**src/design/sob_cfg.svh**
```systemverilog
`ifndef SOB_CFG_SVH
`define SOB_CFG_SVH
// Printed register indices; the byte address is four times the index.
`define SOB_IDX_KEY 10'h0db
`define SOB_IDX_OVR 10'h0e0
`define SOB_IDX_STS 10'h0e1
`define SOB_IDX_CTRL 10'h0e8
`define SOB_UNLOCK 16'h0013
`define SOB_KEY_RST 16'h0000
`define SOB_OVR_RST 16'h0000
`define SOB_STS_RST 16'h0000
// Comparator force bits of the override register: 11, 10, 7, 3..0.
`define SOB_OVR_CMP_MASK 16'h0c8f
`define SOB_OVR_CTL_MASK 16'h0340
`define SOB_BIT_LOCK 9
`define SOB_BIT_TICK 8
`define SOB_BIT_ALARM 6
// Limit switch 15, regulators 11..8, converters 5..0.
`define SOB_STS_MASK 16'h8f3f
`define SOB_BIT_GEN 0
`define SOB_TICKS 4
`define SOB_RESP_OKAY 2'h0
`define SOB_RESP_SLVERR 2'h2
`endif

```
**src/design/sob_pkg.sv**
```systemverilog
package sob_pkg;
  typedef logic [15:0] sob_word_t;
  typedef logic [9:0] sob_idx_t;
  typedef logic [1:0] sob_resp_t;
endpackage : sob_pkg

```
**src/design/sob_bank.sv**
```systemverilog
// Our own choice: register access over AXI4-Lite.
`include "sob_cfg.svh"

module sob_bank (
  input wire logic aclk,
  input wire logic aresetn,
  input wire logic [11:0] s_axi_awaddr,
  input wire logic s_axi_awvalid,
  output logic s_axi_awready,
  input wire logic [31:0] s_axi_wdata,
  input wire logic [3:0] s_axi_wstrb,
  input wire logic s_axi_wvalid,
  output logic s_axi_wready,
  output logic [1:0] s_axi_bresp,
  output logic s_axi_bvalid,
  input wire logic s_axi_bready,
  input wire logic [11:0] s_axi_araddr,
  input wire logic s_axi_arvalid,
  output logic s_axi_arready,
  output logic [31:0] s_axi_rdata,
  output logic [1:0] s_axi_rresp,
  output logic s_axi_rvalid,
  input wire logic s_axi_rready,
  input wire logic psm_reset,
  input wire logic [15:0] cmp_raw,
  input wire logic [15:0] supply_raw,
  input wire logic fll_locked,
  input wire logic rtc_alarm,
  input wire logic tick_16k,
  input wire logic [`SOB_TICKS-1:0] tick_normal,
  output logic [15:0] cmp_to_debounce,
  output logic [15:0] supply_to_debounce,
  output logic lock_ok,
  output logic alarm_out,
  output logic [`SOB_TICKS-1:0] deb_tick
);
  function automatic sob_pkg::sob_word_t merge(input sob_pkg::sob_word_t old,
                                               input logic [31:0] data,
                                               input logic [3:0] strb);
    sob_pkg::sob_word_t res;
    res = old;
    if (strb[0]) begin
      res[7:0] = data[7:0];
    end
    if (strb[1]) begin
      res[15:8] = data[15:8];
    end
    return res;
  endfunction : merge

  // ****************************************************************
  // Write channel
  // ****************************************************************
  logic aw_hold_q, aw_hold_d, w_hold_q, w_hold_d;
  logic awready_q, awready_d, wready_q, wready_d;
  logic bvalid_q, bvalid_d;
  sob_pkg::sob_resp_t bresp_q, bresp_d;
  sob_pkg::sob_idx_t waddr_q, waddr_d;
  logic [31:0] wdata_q, wdata_d;
  logic [3:0] wstrb_q, wstrb_d;
  logic wr_go;
  assign wr_go = aw_hold_q && w_hold_q && !bvalid_q;
  always_comb begin
    aw_hold_d = aw_hold_q;
    w_hold_d = w_hold_q;
    waddr_d = waddr_q;
    wdata_d = wdata_q;
    wstrb_d = wstrb_q;
    bvalid_d = bvalid_q;
    bresp_d = bresp_q;
    if (s_axi_awvalid && awready_q) begin
      aw_hold_d = 1'b1;
      waddr_d = s_axi_awaddr[11:2];
    end
    if (s_axi_wvalid && wready_q) begin
      w_hold_d = 1'b1;
      wdata_d = s_axi_wdata;
      wstrb_d = s_axi_wstrb;
    end
    if (bvalid_q && s_axi_bready) begin
      bvalid_d = 1'b0;
    end
    if (wr_go) begin
      aw_hold_d = 1'b0;
      w_hold_d = 1'b0;
      bvalid_d = 1'b1;
      bresp_d = `SOB_RESP_SLVERR;
      if (waddr_q == `SOB_IDX_KEY || waddr_q == `SOB_IDX_OVR ||
          waddr_q == `SOB_IDX_STS || waddr_q == `SOB_IDX_CTRL) begin
        bresp_d = `SOB_RESP_OKAY;
      end
    end
    awready_d = !aw_hold_d && !bvalid_d;
    wready_d = !w_hold_d && !bvalid_d;
  end

  always_ff @(posedge aclk) begin
    if (!aresetn) begin
      aw_hold_q <= 1'b0;
      w_hold_q <= 1'b0;
      awready_q <= 1'b0;
      wready_q <= 1'b0;
      bvalid_q <= 1'b0;
      bresp_q <= `SOB_RESP_OKAY;
      waddr_q <= '0;
      wdata_q <= '0;
      wstrb_q <= '0;
    end else begin
      aw_hold_q <= aw_hold_d;
      w_hold_q <= w_hold_d;
      awready_q <= awready_d;
      wready_q <= wready_d;
      bvalid_q <= bvalid_d;
      bresp_q <= bresp_d;
      waddr_q <= waddr_d;
      wdata_q <= wdata_d;
      wstrb_q <= wstrb_d;
    end
  end

  // ****************************************************************
  // Register bank
  // ****************************************************************
  sob_pkg::sob_word_t key_q, key_d, ovr_q, ovr_d, sts_q, sts_d;
  logic gen_q, gen_d;
  logic unlocked;
  assign unlocked = key_q == `SOB_UNLOCK;
  always_comb begin
    key_d = key_q;
    ovr_d = ovr_q;
    sts_d = sts_q;
    gen_d = gen_q;
    if (wr_go) begin
      if (waddr_q == `SOB_IDX_KEY) begin
        key_d = merge(key_q, wdata_q, wstrb_q);
      end
      if (unlocked) begin
        if (waddr_q == `SOB_IDX_OVR) begin
          ovr_d = merge(ovr_q, wdata_q, wstrb_q) & (`SOB_OVR_CMP_MASK | `SOB_OVR_CTL_MASK);
        end
        if (waddr_q == `SOB_IDX_STS) begin
          sts_d = merge(sts_q, wdata_q, wstrb_q) & `SOB_STS_MASK;
        end
        if (waddr_q == `SOB_IDX_CTRL && wstrb_q[0]) begin
          gen_d = wdata_q[`SOB_BIT_GEN];
        end
      end
    end
    if (psm_reset) begin
      key_d = `SOB_KEY_RST;
      sts_d = `SOB_STS_RST;
    end
  end

  always_ff @(posedge aclk) begin
    if (!aresetn) begin
      key_q <= `SOB_KEY_RST;
      ovr_q <= `SOB_OVR_RST;
      sts_q <= `SOB_STS_RST;
      gen_q <= 1'b0;
    end else begin
      key_q <= key_d;
      ovr_q <= ovr_d;
      sts_q <= sts_d;
      gen_q <= gen_d;
    end
  end

  // ****************************************************************
  // Signal forcing
  // ****************************************************************
  // Raw samples feed readback; the status copy obeys the state machine
  // reset so software never sees stale converter state after it.
  sob_pkg::sob_word_t cmp_raw_q, cmp_raw_d, sts_raw_q, sts_raw_d;
  sob_pkg::sob_word_t cmp_deb_q, cmp_deb_d, sup_deb_q, sup_deb_d;
  logic lock_q, lock_d, alarm_q, alarm_d;
  logic [`SOB_TICKS-1:0] tick_q, tick_d;
  genvar gi;
  generate
    for (gi = 0; gi < 16; gi++) begin : g_bit
      localparam sob_pkg::sob_word_t CM = `SOB_OVR_CMP_MASK;
      localparam sob_pkg::sob_word_t SM = `SOB_STS_MASK;
      assign cmp_deb_d[gi] = CM[gi] & (gen_q ? ovr_q[gi] : cmp_raw[gi]);
      assign sup_deb_d[gi] = SM[gi] & (gen_q ? sts_q[gi] : supply_raw[gi]);
      assign cmp_raw_d[gi] = CM[gi] & cmp_raw[gi];
      assign sts_raw_d[gi] = SM[gi] & supply_raw[gi] & !psm_reset;
    end
  endgenerate
  always_comb begin
    lock_d = ovr_q[`SOB_BIT_LOCK] | fll_locked;
    tick_d = ovr_q[`SOB_BIT_TICK] ? {`SOB_TICKS{tick_16k}} : tick_normal;
    alarm_d = ovr_q[`SOB_BIT_ALARM] | rtc_alarm;
  end
  always_ff @(posedge aclk) begin
    if (!aresetn) begin
      cmp_raw_q <= '0;
      sts_raw_q <= '0;
      cmp_deb_q <= '0;
      sup_deb_q <= '0;
      lock_q <= 1'b0;
      alarm_q <= 1'b0;
      tick_q <= '0;
    end else begin
      cmp_raw_q <= cmp_raw_d;
      sts_raw_q <= sts_raw_d;
      cmp_deb_q <= cmp_deb_d;
      sup_deb_q <= sup_deb_d;
      lock_q <= lock_d;
      alarm_q <= alarm_d;
      tick_q <= tick_d;
    end
  end

  // ****************************************************************
  // Read channel
  // ****************************************************************
  logic arready_q, arready_d, rvalid_q, rvalid_d;
  logic [31:0] rdata_q, rdata_d;
  sob_pkg::sob_resp_t rresp_q, rresp_d;
  sob_pkg::sob_idx_t ridx;
  assign ridx = s_axi_araddr[11:2];
  always_comb begin
    rvalid_d = rvalid_q;
    rdata_d = rdata_q;
    rresp_d = rresp_q;
    if (rvalid_q && s_axi_rready) begin
      rvalid_d = 1'b0;
    end
    if (s_axi_arvalid && arready_q) begin
      rvalid_d = 1'b1;
      rresp_d = `SOB_RESP_OKAY;
      rdata_d = '0;
      unique case (ridx)
        `SOB_IDX_KEY: rdata_d[15:0] = key_q;
        `SOB_IDX_OVR: rdata_d[15:0] = cmp_raw_q | (ovr_q & `SOB_OVR_CTL_MASK);
        `SOB_IDX_STS: rdata_d[15:0] = sts_raw_q;
        `SOB_IDX_CTRL: rdata_d[`SOB_BIT_GEN] = gen_q;
        default: rresp_d = `SOB_RESP_SLVERR;
      endcase
    end
    arready_d = !rvalid_d;
  end

  always_ff @(posedge aclk) begin
    if (!aresetn) begin
      arready_q <= 1'b0;
      rvalid_q <= 1'b0;
      rdata_q <= '0;
      rresp_q <= `SOB_RESP_OKAY;
    end else begin
      arready_q <= arready_d;
      rvalid_q <= rvalid_d;
      rdata_q <= rdata_d;
      rresp_q <= rresp_d;
    end
  end

  assign s_axi_awready = awready_q;
  assign s_axi_wready = wready_q;
  assign s_axi_bvalid = bvalid_q;
  assign s_axi_bresp = bresp_q;
  assign s_axi_arready = arready_q;
  assign s_axi_rvalid = rvalid_q;
  assign s_axi_rdata = rdata_q;
  assign s_axi_rresp = rresp_q;
  assign cmp_to_debounce = cmp_deb_q;
  assign supply_to_debounce = sup_deb_q;
  assign lock_ok = lock_q;
  assign alarm_out = alarm_q;
  assign deb_tick = tick_q;
endmodule : sob_bank

```
**config.mk**
```make
export PLATFORM = sky130hd
export DESIGN_NAME = sob_bank
export DESIGN_NICKNAME = d
export VERILOG_FILES = /design/src/design/sob_pkg.sv /design/src/design/sob_bank.sv
export VERILOG_INCLUDE_DIRS = /design/src /design/src/design
export SDC_FILE = /design/constraint.sdc
export NUM_CORES = 1
export LEC_CHECK = 0
export ABC_AREA = 1
export BUFFER_PORTS_ARGS = -buffer_cell sky130_fd_sc_hd__buf_2
export CORE_MARGIN = 2
export CORE_UTILIZATION = 45
export CTS_CLUSTER_SIZE = 16
export DETAILED_ROUTE_END_ITERATION = 8
export GPL_ROUTABILITY_DRIVEN = 0
export PLACE_DENSITY_LB_ADDON = 0.05
export SLEW_MARGIN = 10
export SYNTH_ARGS = -nofsm -noshare
export SYNTH_HDL_FRONTEND = slang
export SYNTH_SLANG_ARGS = --single-unit
export TNS_END_PERCENT = 100
```
**constraint.sdc**
```tcl
create_clock -name aclk -period 1.25 [get_ports aclk]
set_clock_uncertainty 0.05 [all_clocks]
set_input_delay 0.125 -clock aclk [delete_from_list [all_inputs] [get_ports aclk]]
set_output_delay 0.125 -clock aclk [all_outputs]
set_load 0.05 [all_outputs]
```
## Yosys cells after proc, flatten, opt, wreduce, memory -nomap -nowiden

Cells that the tools add are included.
W data, S select, Z words.

- Register bits after elaboration: 163
- Output and inout bits: 79

- Equal/unequal tests: 9
- Multiplexer cells: 31
- Bitwise logic cells: 15
- Reductions and logical operators: 28

Operators with widths:

| kind | number |
|---|---|
| $eq A10 B8 Y1 const B | 8 |
| $pmux W15 S3 | 1 |
| $mux W1 | 26 |
| $eq A16 B5 Y1 const B | 1 |
| $or A16 B10 Y16 | 1 |
| $reduce_and A4 Y1 | 4 |
| $and A1 B1 Y1 | 11 |
| $logic_and A1 B1 Y1 | 10 |
| $reduce_and A3 Y1 | 3 |
| $logic_not A1 Y1 | 6 |
| $mux W2 | 2 |
| $mux W4 | 1 |
| $pmux W1 S4 | 1 |
| $reduce_or A4 Y1 | 1 |
| $logic_or A1 B1 Y1 | 3 |
| $or A1 B1 Y1 | 2 |
| $reduce_or A2 Y1 | 1 |
| $not A1 Y1 | 1 |

## Logic depth before layout (Yosys ltp)

- Depth in word-level cells: 5
- Depth in mapped cells: 9
- Mapped depth without buffers: 9

## Worst setup path after synthesis

No wires, ideal clock.

- Kind: reg-to-reg
- Start point: register arready_q (netlist: s_axi_arready)
- End point: register rdata_q[10] (netlist: s_axi_rdata[10])
- Data arrival time: 1.441 ns
- Required time: 1.129 ns
- Setup slack: -0.311 ns
- Stages on the path, launching flop included: 6
- Buffers on the path: 1
- Period minus slack after synthesis: 1.561 ns
- Cells stage by stage: dfxtp_1 -> nand2_1 -> inv_1 -> clkbuf_1 -> o21ai_0 -> a21oi_1

- Longest elaborated chain between the ends: 1

RTL lines:

| what | line | text |
|---|---|---|
| from (decl) | sob_bank.sv:217 | `logic arready_q, arready_d, rvalid_q, rvalid_d;` |
| from (signal assigned) | sob_bank.sv:251 | `arready_q <= arready_d;` |
| $logic_and A1 B1 Y1 | sob_bank.sv:229 | `if (s_axi_arvalid && arready_q) begin` |
| to (signal assigned) | sob_bank.sv:253 | `rdata_q <= rdata_d;` |
| to (decl) | sob_bank.sv:218 | `logic [31:0] rdata_q, rdata_d;` |

No other way between the ends.
A chain may end at the register's enable or synchronous reset.

## Final worst setup path

- Start point: register waddr_q[6]
- End point: register key_q[9]

- Longest elaborated chain between the ends: 2

RTL lines:

| what | line | text |
|---|---|---|
| from (decl) | sob_bank.sv:58 | `sob_pkg::sob_idx_t waddr_q, waddr_d;` |
| from (signal assigned) | sob_bank.sv:115 | `waddr_q <= waddr_d;` |
| $eq A10 B8 Y1 (no line) | n/a |  |
| $reduce_and A3 Y1 (no line) | n/a |  |
| to (signal assigned) | sob_bank.sv:157 | `` key_q <= `SOB_KEY_RST; `` |
| to (signal assigned) | sob_bank.sv:162 | `key_q <= key_d;` |
| to (decl) | sob_bank.sv:124 | `sob_pkg::sob_word_t key_q, key_d, ovr_q, ovr_d, sts_q, sts_d;` |

No other way between the ends.

==> reports/results.ini <==
[outcome]
status = complete, but fails checks
violations = negative setup slack

[floorplanning]
die_y_um = 114
rows = 40
die_w_um = 114
die-area_sq_um = 12900
coreArea_sq_um = 11900
initial_core_util_pct = 45.6
io_pins = 186

[clock_tree]
tritoncts = done
numCtsBuffers = 17
h-tree-depth = 4
clk_pin_slew_worst_paths_ns = 0.06
cts.sinks = 133
clkLatencyLatePin_ns = 0.42
cts_root_buffer = clkbuf_16
cts.path.max_buffers = 2

[setup_path]
critPathTopFamily = simple AND/OR/NAND/NOR gates
worstSetupPathType = reg2reg
cp_max_fo = 8
cp_data_arrival_time_ns = 1.80
slowest_stage = dfxtp_2
worstSetupStartpointType = flip-flop
cp.required_ns = 1.55
crit_chain = nand2_4 > buf_6 > nor3_4 > nand2_4 > nor2_4 > buf_6 > o21ai_1 > a21oi_1
path_buf_inv = 2
critPathMaxStageDelay_ns = 0.35
end_kind = flip-flop

[timing]
fin_crit_sh_pct = 120
finalCriticalPeriod_ns = 1.50
clock.fmax_mhz = 666
slew_violations = 0
finalSetupViolCount = 39
rsz0062_at_grt = yes
final.setup.worst_slack_ns = -0.251
hold_viol = 0

[finish]
drive_gt1_share_pct = 33.3
design_area_sq_um = 8040
fin_nets = 1057
final_core_util_pct = 67.8
n_antenna_cell = 0
stdcell_count = 1110
area_delta_synth_final_pct = 48.5

[place]
pre_cts_ws_ns = -0.269
dpl-instance-area_sq_um = 6510
dp_hpwl_um = 10600
post-place-cells = 1004
numPortBuffers = 117

[run]
cap_viol_max_count = 0

[detailed_routing]
antenna_left = 0
wl_per_cell_um = 13.6
dr.pass1.iters = 4
num_vias = 5286
drt_iter0_drc = 265
drcViolationCount = 0
routed_via_density = 4.76
drt_wl_total_um = 15100

[yosys]
synth_warnings = 0
ys.flop_type = dfxtp_1
synth_area_per_cell_sq_um = 7.65
synth_cell_types = 29
synth-seq-cells = 133
synthCells = 708
synth_edf_count = 0
async_reset_ff_share_pct = 0
netlist_area_sq_um = 5410
ys_seq_area_share_pct = 49.2

[power_and_ir_drop]
ir_drop_mv = 0.927
powerDensity_nw_per_um2 = 1340
seqPwrFrac_pct = 42.0
combPwrFrac_pct = 12.1
p_leak_uw = 0.00372
total_power_uw = 10700
p_int_uw = 7940
swShare_pct = 26.0
clock_power_share_pct = 45.9
power_switching_uw = 2790

[min_path]
hp-class = in2reg

[global_routing]
grt_antenna_before_repair = 0
overflow = 0
grt_pass1_wl_um = 23600
grt_max_degree = 36
first_global_vias = 5035
grtUsageTotal_pct = 23.5

[cell families after synthesis]
family,Yosys count,share of synthesized area [%]
AND/OR/NAND/NOR,294,25.1
AO/OA/AOI/OAI,147,13.8
flip-flops,133,49.2
buffers and inverters,133,11.8
other,1,0.0693
[power by group through the flow]
stage,Sequential (uW),Combinational [uW],Clock [uW]
after floorplan,4780,640,0
after global placement,4580,1110,0
after detailed placement,4590,1130,0
after CTS,4500,1270,5000
after global routing,4520,1400,5180
final,4510,1300,4920
[timing repair]
action	CTS	global route
cloned	0	1
pin swaps	14	10
gates resized for setup	35	43
setup endpoints to repair	39	42
hold endpoints to repair	78	0
hold buffers	56	0
setup buffers	11	6
[layout make-up]
type / instances / area (sq um)
clock buffers: 21 / 470
clock inverters: 11 / 126
fillers: 1005 / 3820
inverters: 77 / 302
multi-input cells: 474 / 2470
flip-flops and latches: 133 / 2690
well taps: 147 / 184
repair buffers: 247 / 1800
[cells in the final DEF, fill, tap and decap left out, types with 3 or more instances in the layout]
cell           Yosys  final
dfxtp_2            0     12
clkbuf_16          0     17
nand3_1           20     16
nand2_4            1      3
nand2_1           88     83
nor3_4             2      6
inv_1             70     59
o21ai_1            1     12
buf_6              2      6
clkbuf_8           0      3
buf_4             33     62
nor2_2             8     15
nand4_1           10     10
a211oi_2           1      3
dlygate4sd3_1      0     56
dfxtp_1          133    119
o21ai_0           85     68
nor2_4             7     13
a21oi_1           58     56
buf_12             0      6
nand2_2            3      5
nand3_4            1      5
nor2_1           135    122
inv_2              7     15
clkinvlp_4         0      4
conb_1             1     32
o21ai_2            0      6
nand3_2            4      4
nor3_1             8      6
buf_2              0    117
[synth_stat cells (7+ instances only)]
cell / number / area share, %
clkbuf_1: 18 / 1.2
inv_2: 7 / 0.49
nor3_1: 8 / 0.74
o21ai_0: 85 / 7.9
nand2_1: 88 / 6.1
a21oi_1: 58 / 5.4
nand3_1: 20 / 1.8
buf_4: 33 / 4.6
inv_1: 70 / 4.9
nand4_1: 10 / 1.2
nor2_4: 7 / 1.5
nor2_1: 135 / 9.4
nor2_2: 8 / 0.92
dfxtp_1: 133 / 49
[path summary, 6_finish.rpt]
| path | cells past startpoint | start | slack, ns | endpoint |
|---|---|---|---|---|
| setup / recovery | 8 | waddr_q[6] | -0.25 | key_q[9] |
| setup reg to reg | 8 | waddr_q[6] | -0.25 | key_q[9] |
| hold / removal | 4 | s_axi_awvalid | 0.04 | s_axi_awready |
| hold reg to reg | 2 | s_axi_rdata[10] | 0.41 | s_axi_rdata[10] |
[metrics by stage]
stage | setup TNS (ns) | hold WS (ns)
2_1_floorplan | -1.33 | 0.168
3_3_place_gp | -5.24 | 0.279
3_5_place_dp | -6.84 | 0.279
4_1_cts | -5.98 | 0.0338
5_1_grt | -11.43 | 0.0937
6_report | -6.94 | 0.0439
[worst register-to-register path, delay by kind of cell, from the launching register on]
family,cells,cell delay (ns)
compound gates,2,0.20
buf+inv,2,0.28
flops,1,0.35
simple gates,4,0.55
[flip-flops by register name, summed over array words and instances, names as in the netlist, 2 cells and up]
| signal | count |
|---|---|
| deb_tick | 4 |
| wstrb_q | 2 |
| cmp_to_debounce | 7 |
| ovr_q | 10 |
| sts_q | 11 |
| key_q | 16 |
| s_axi_rdata | 16 |
| cmp_raw_q | 7 |
| supply_to_debounce | 11 |
| wdata_q | 16 |
| sts_raw_q | 11 |
| waddr_q | 10 |
[per-layer routing]
metal,global-route usage (%),part of all wire (%)
met5,0,0
met3,5.69,4.7
met2,41.4,51
met1,27.9,42
met4,8.54,2.3
Power figures use the tool's default switching activity.
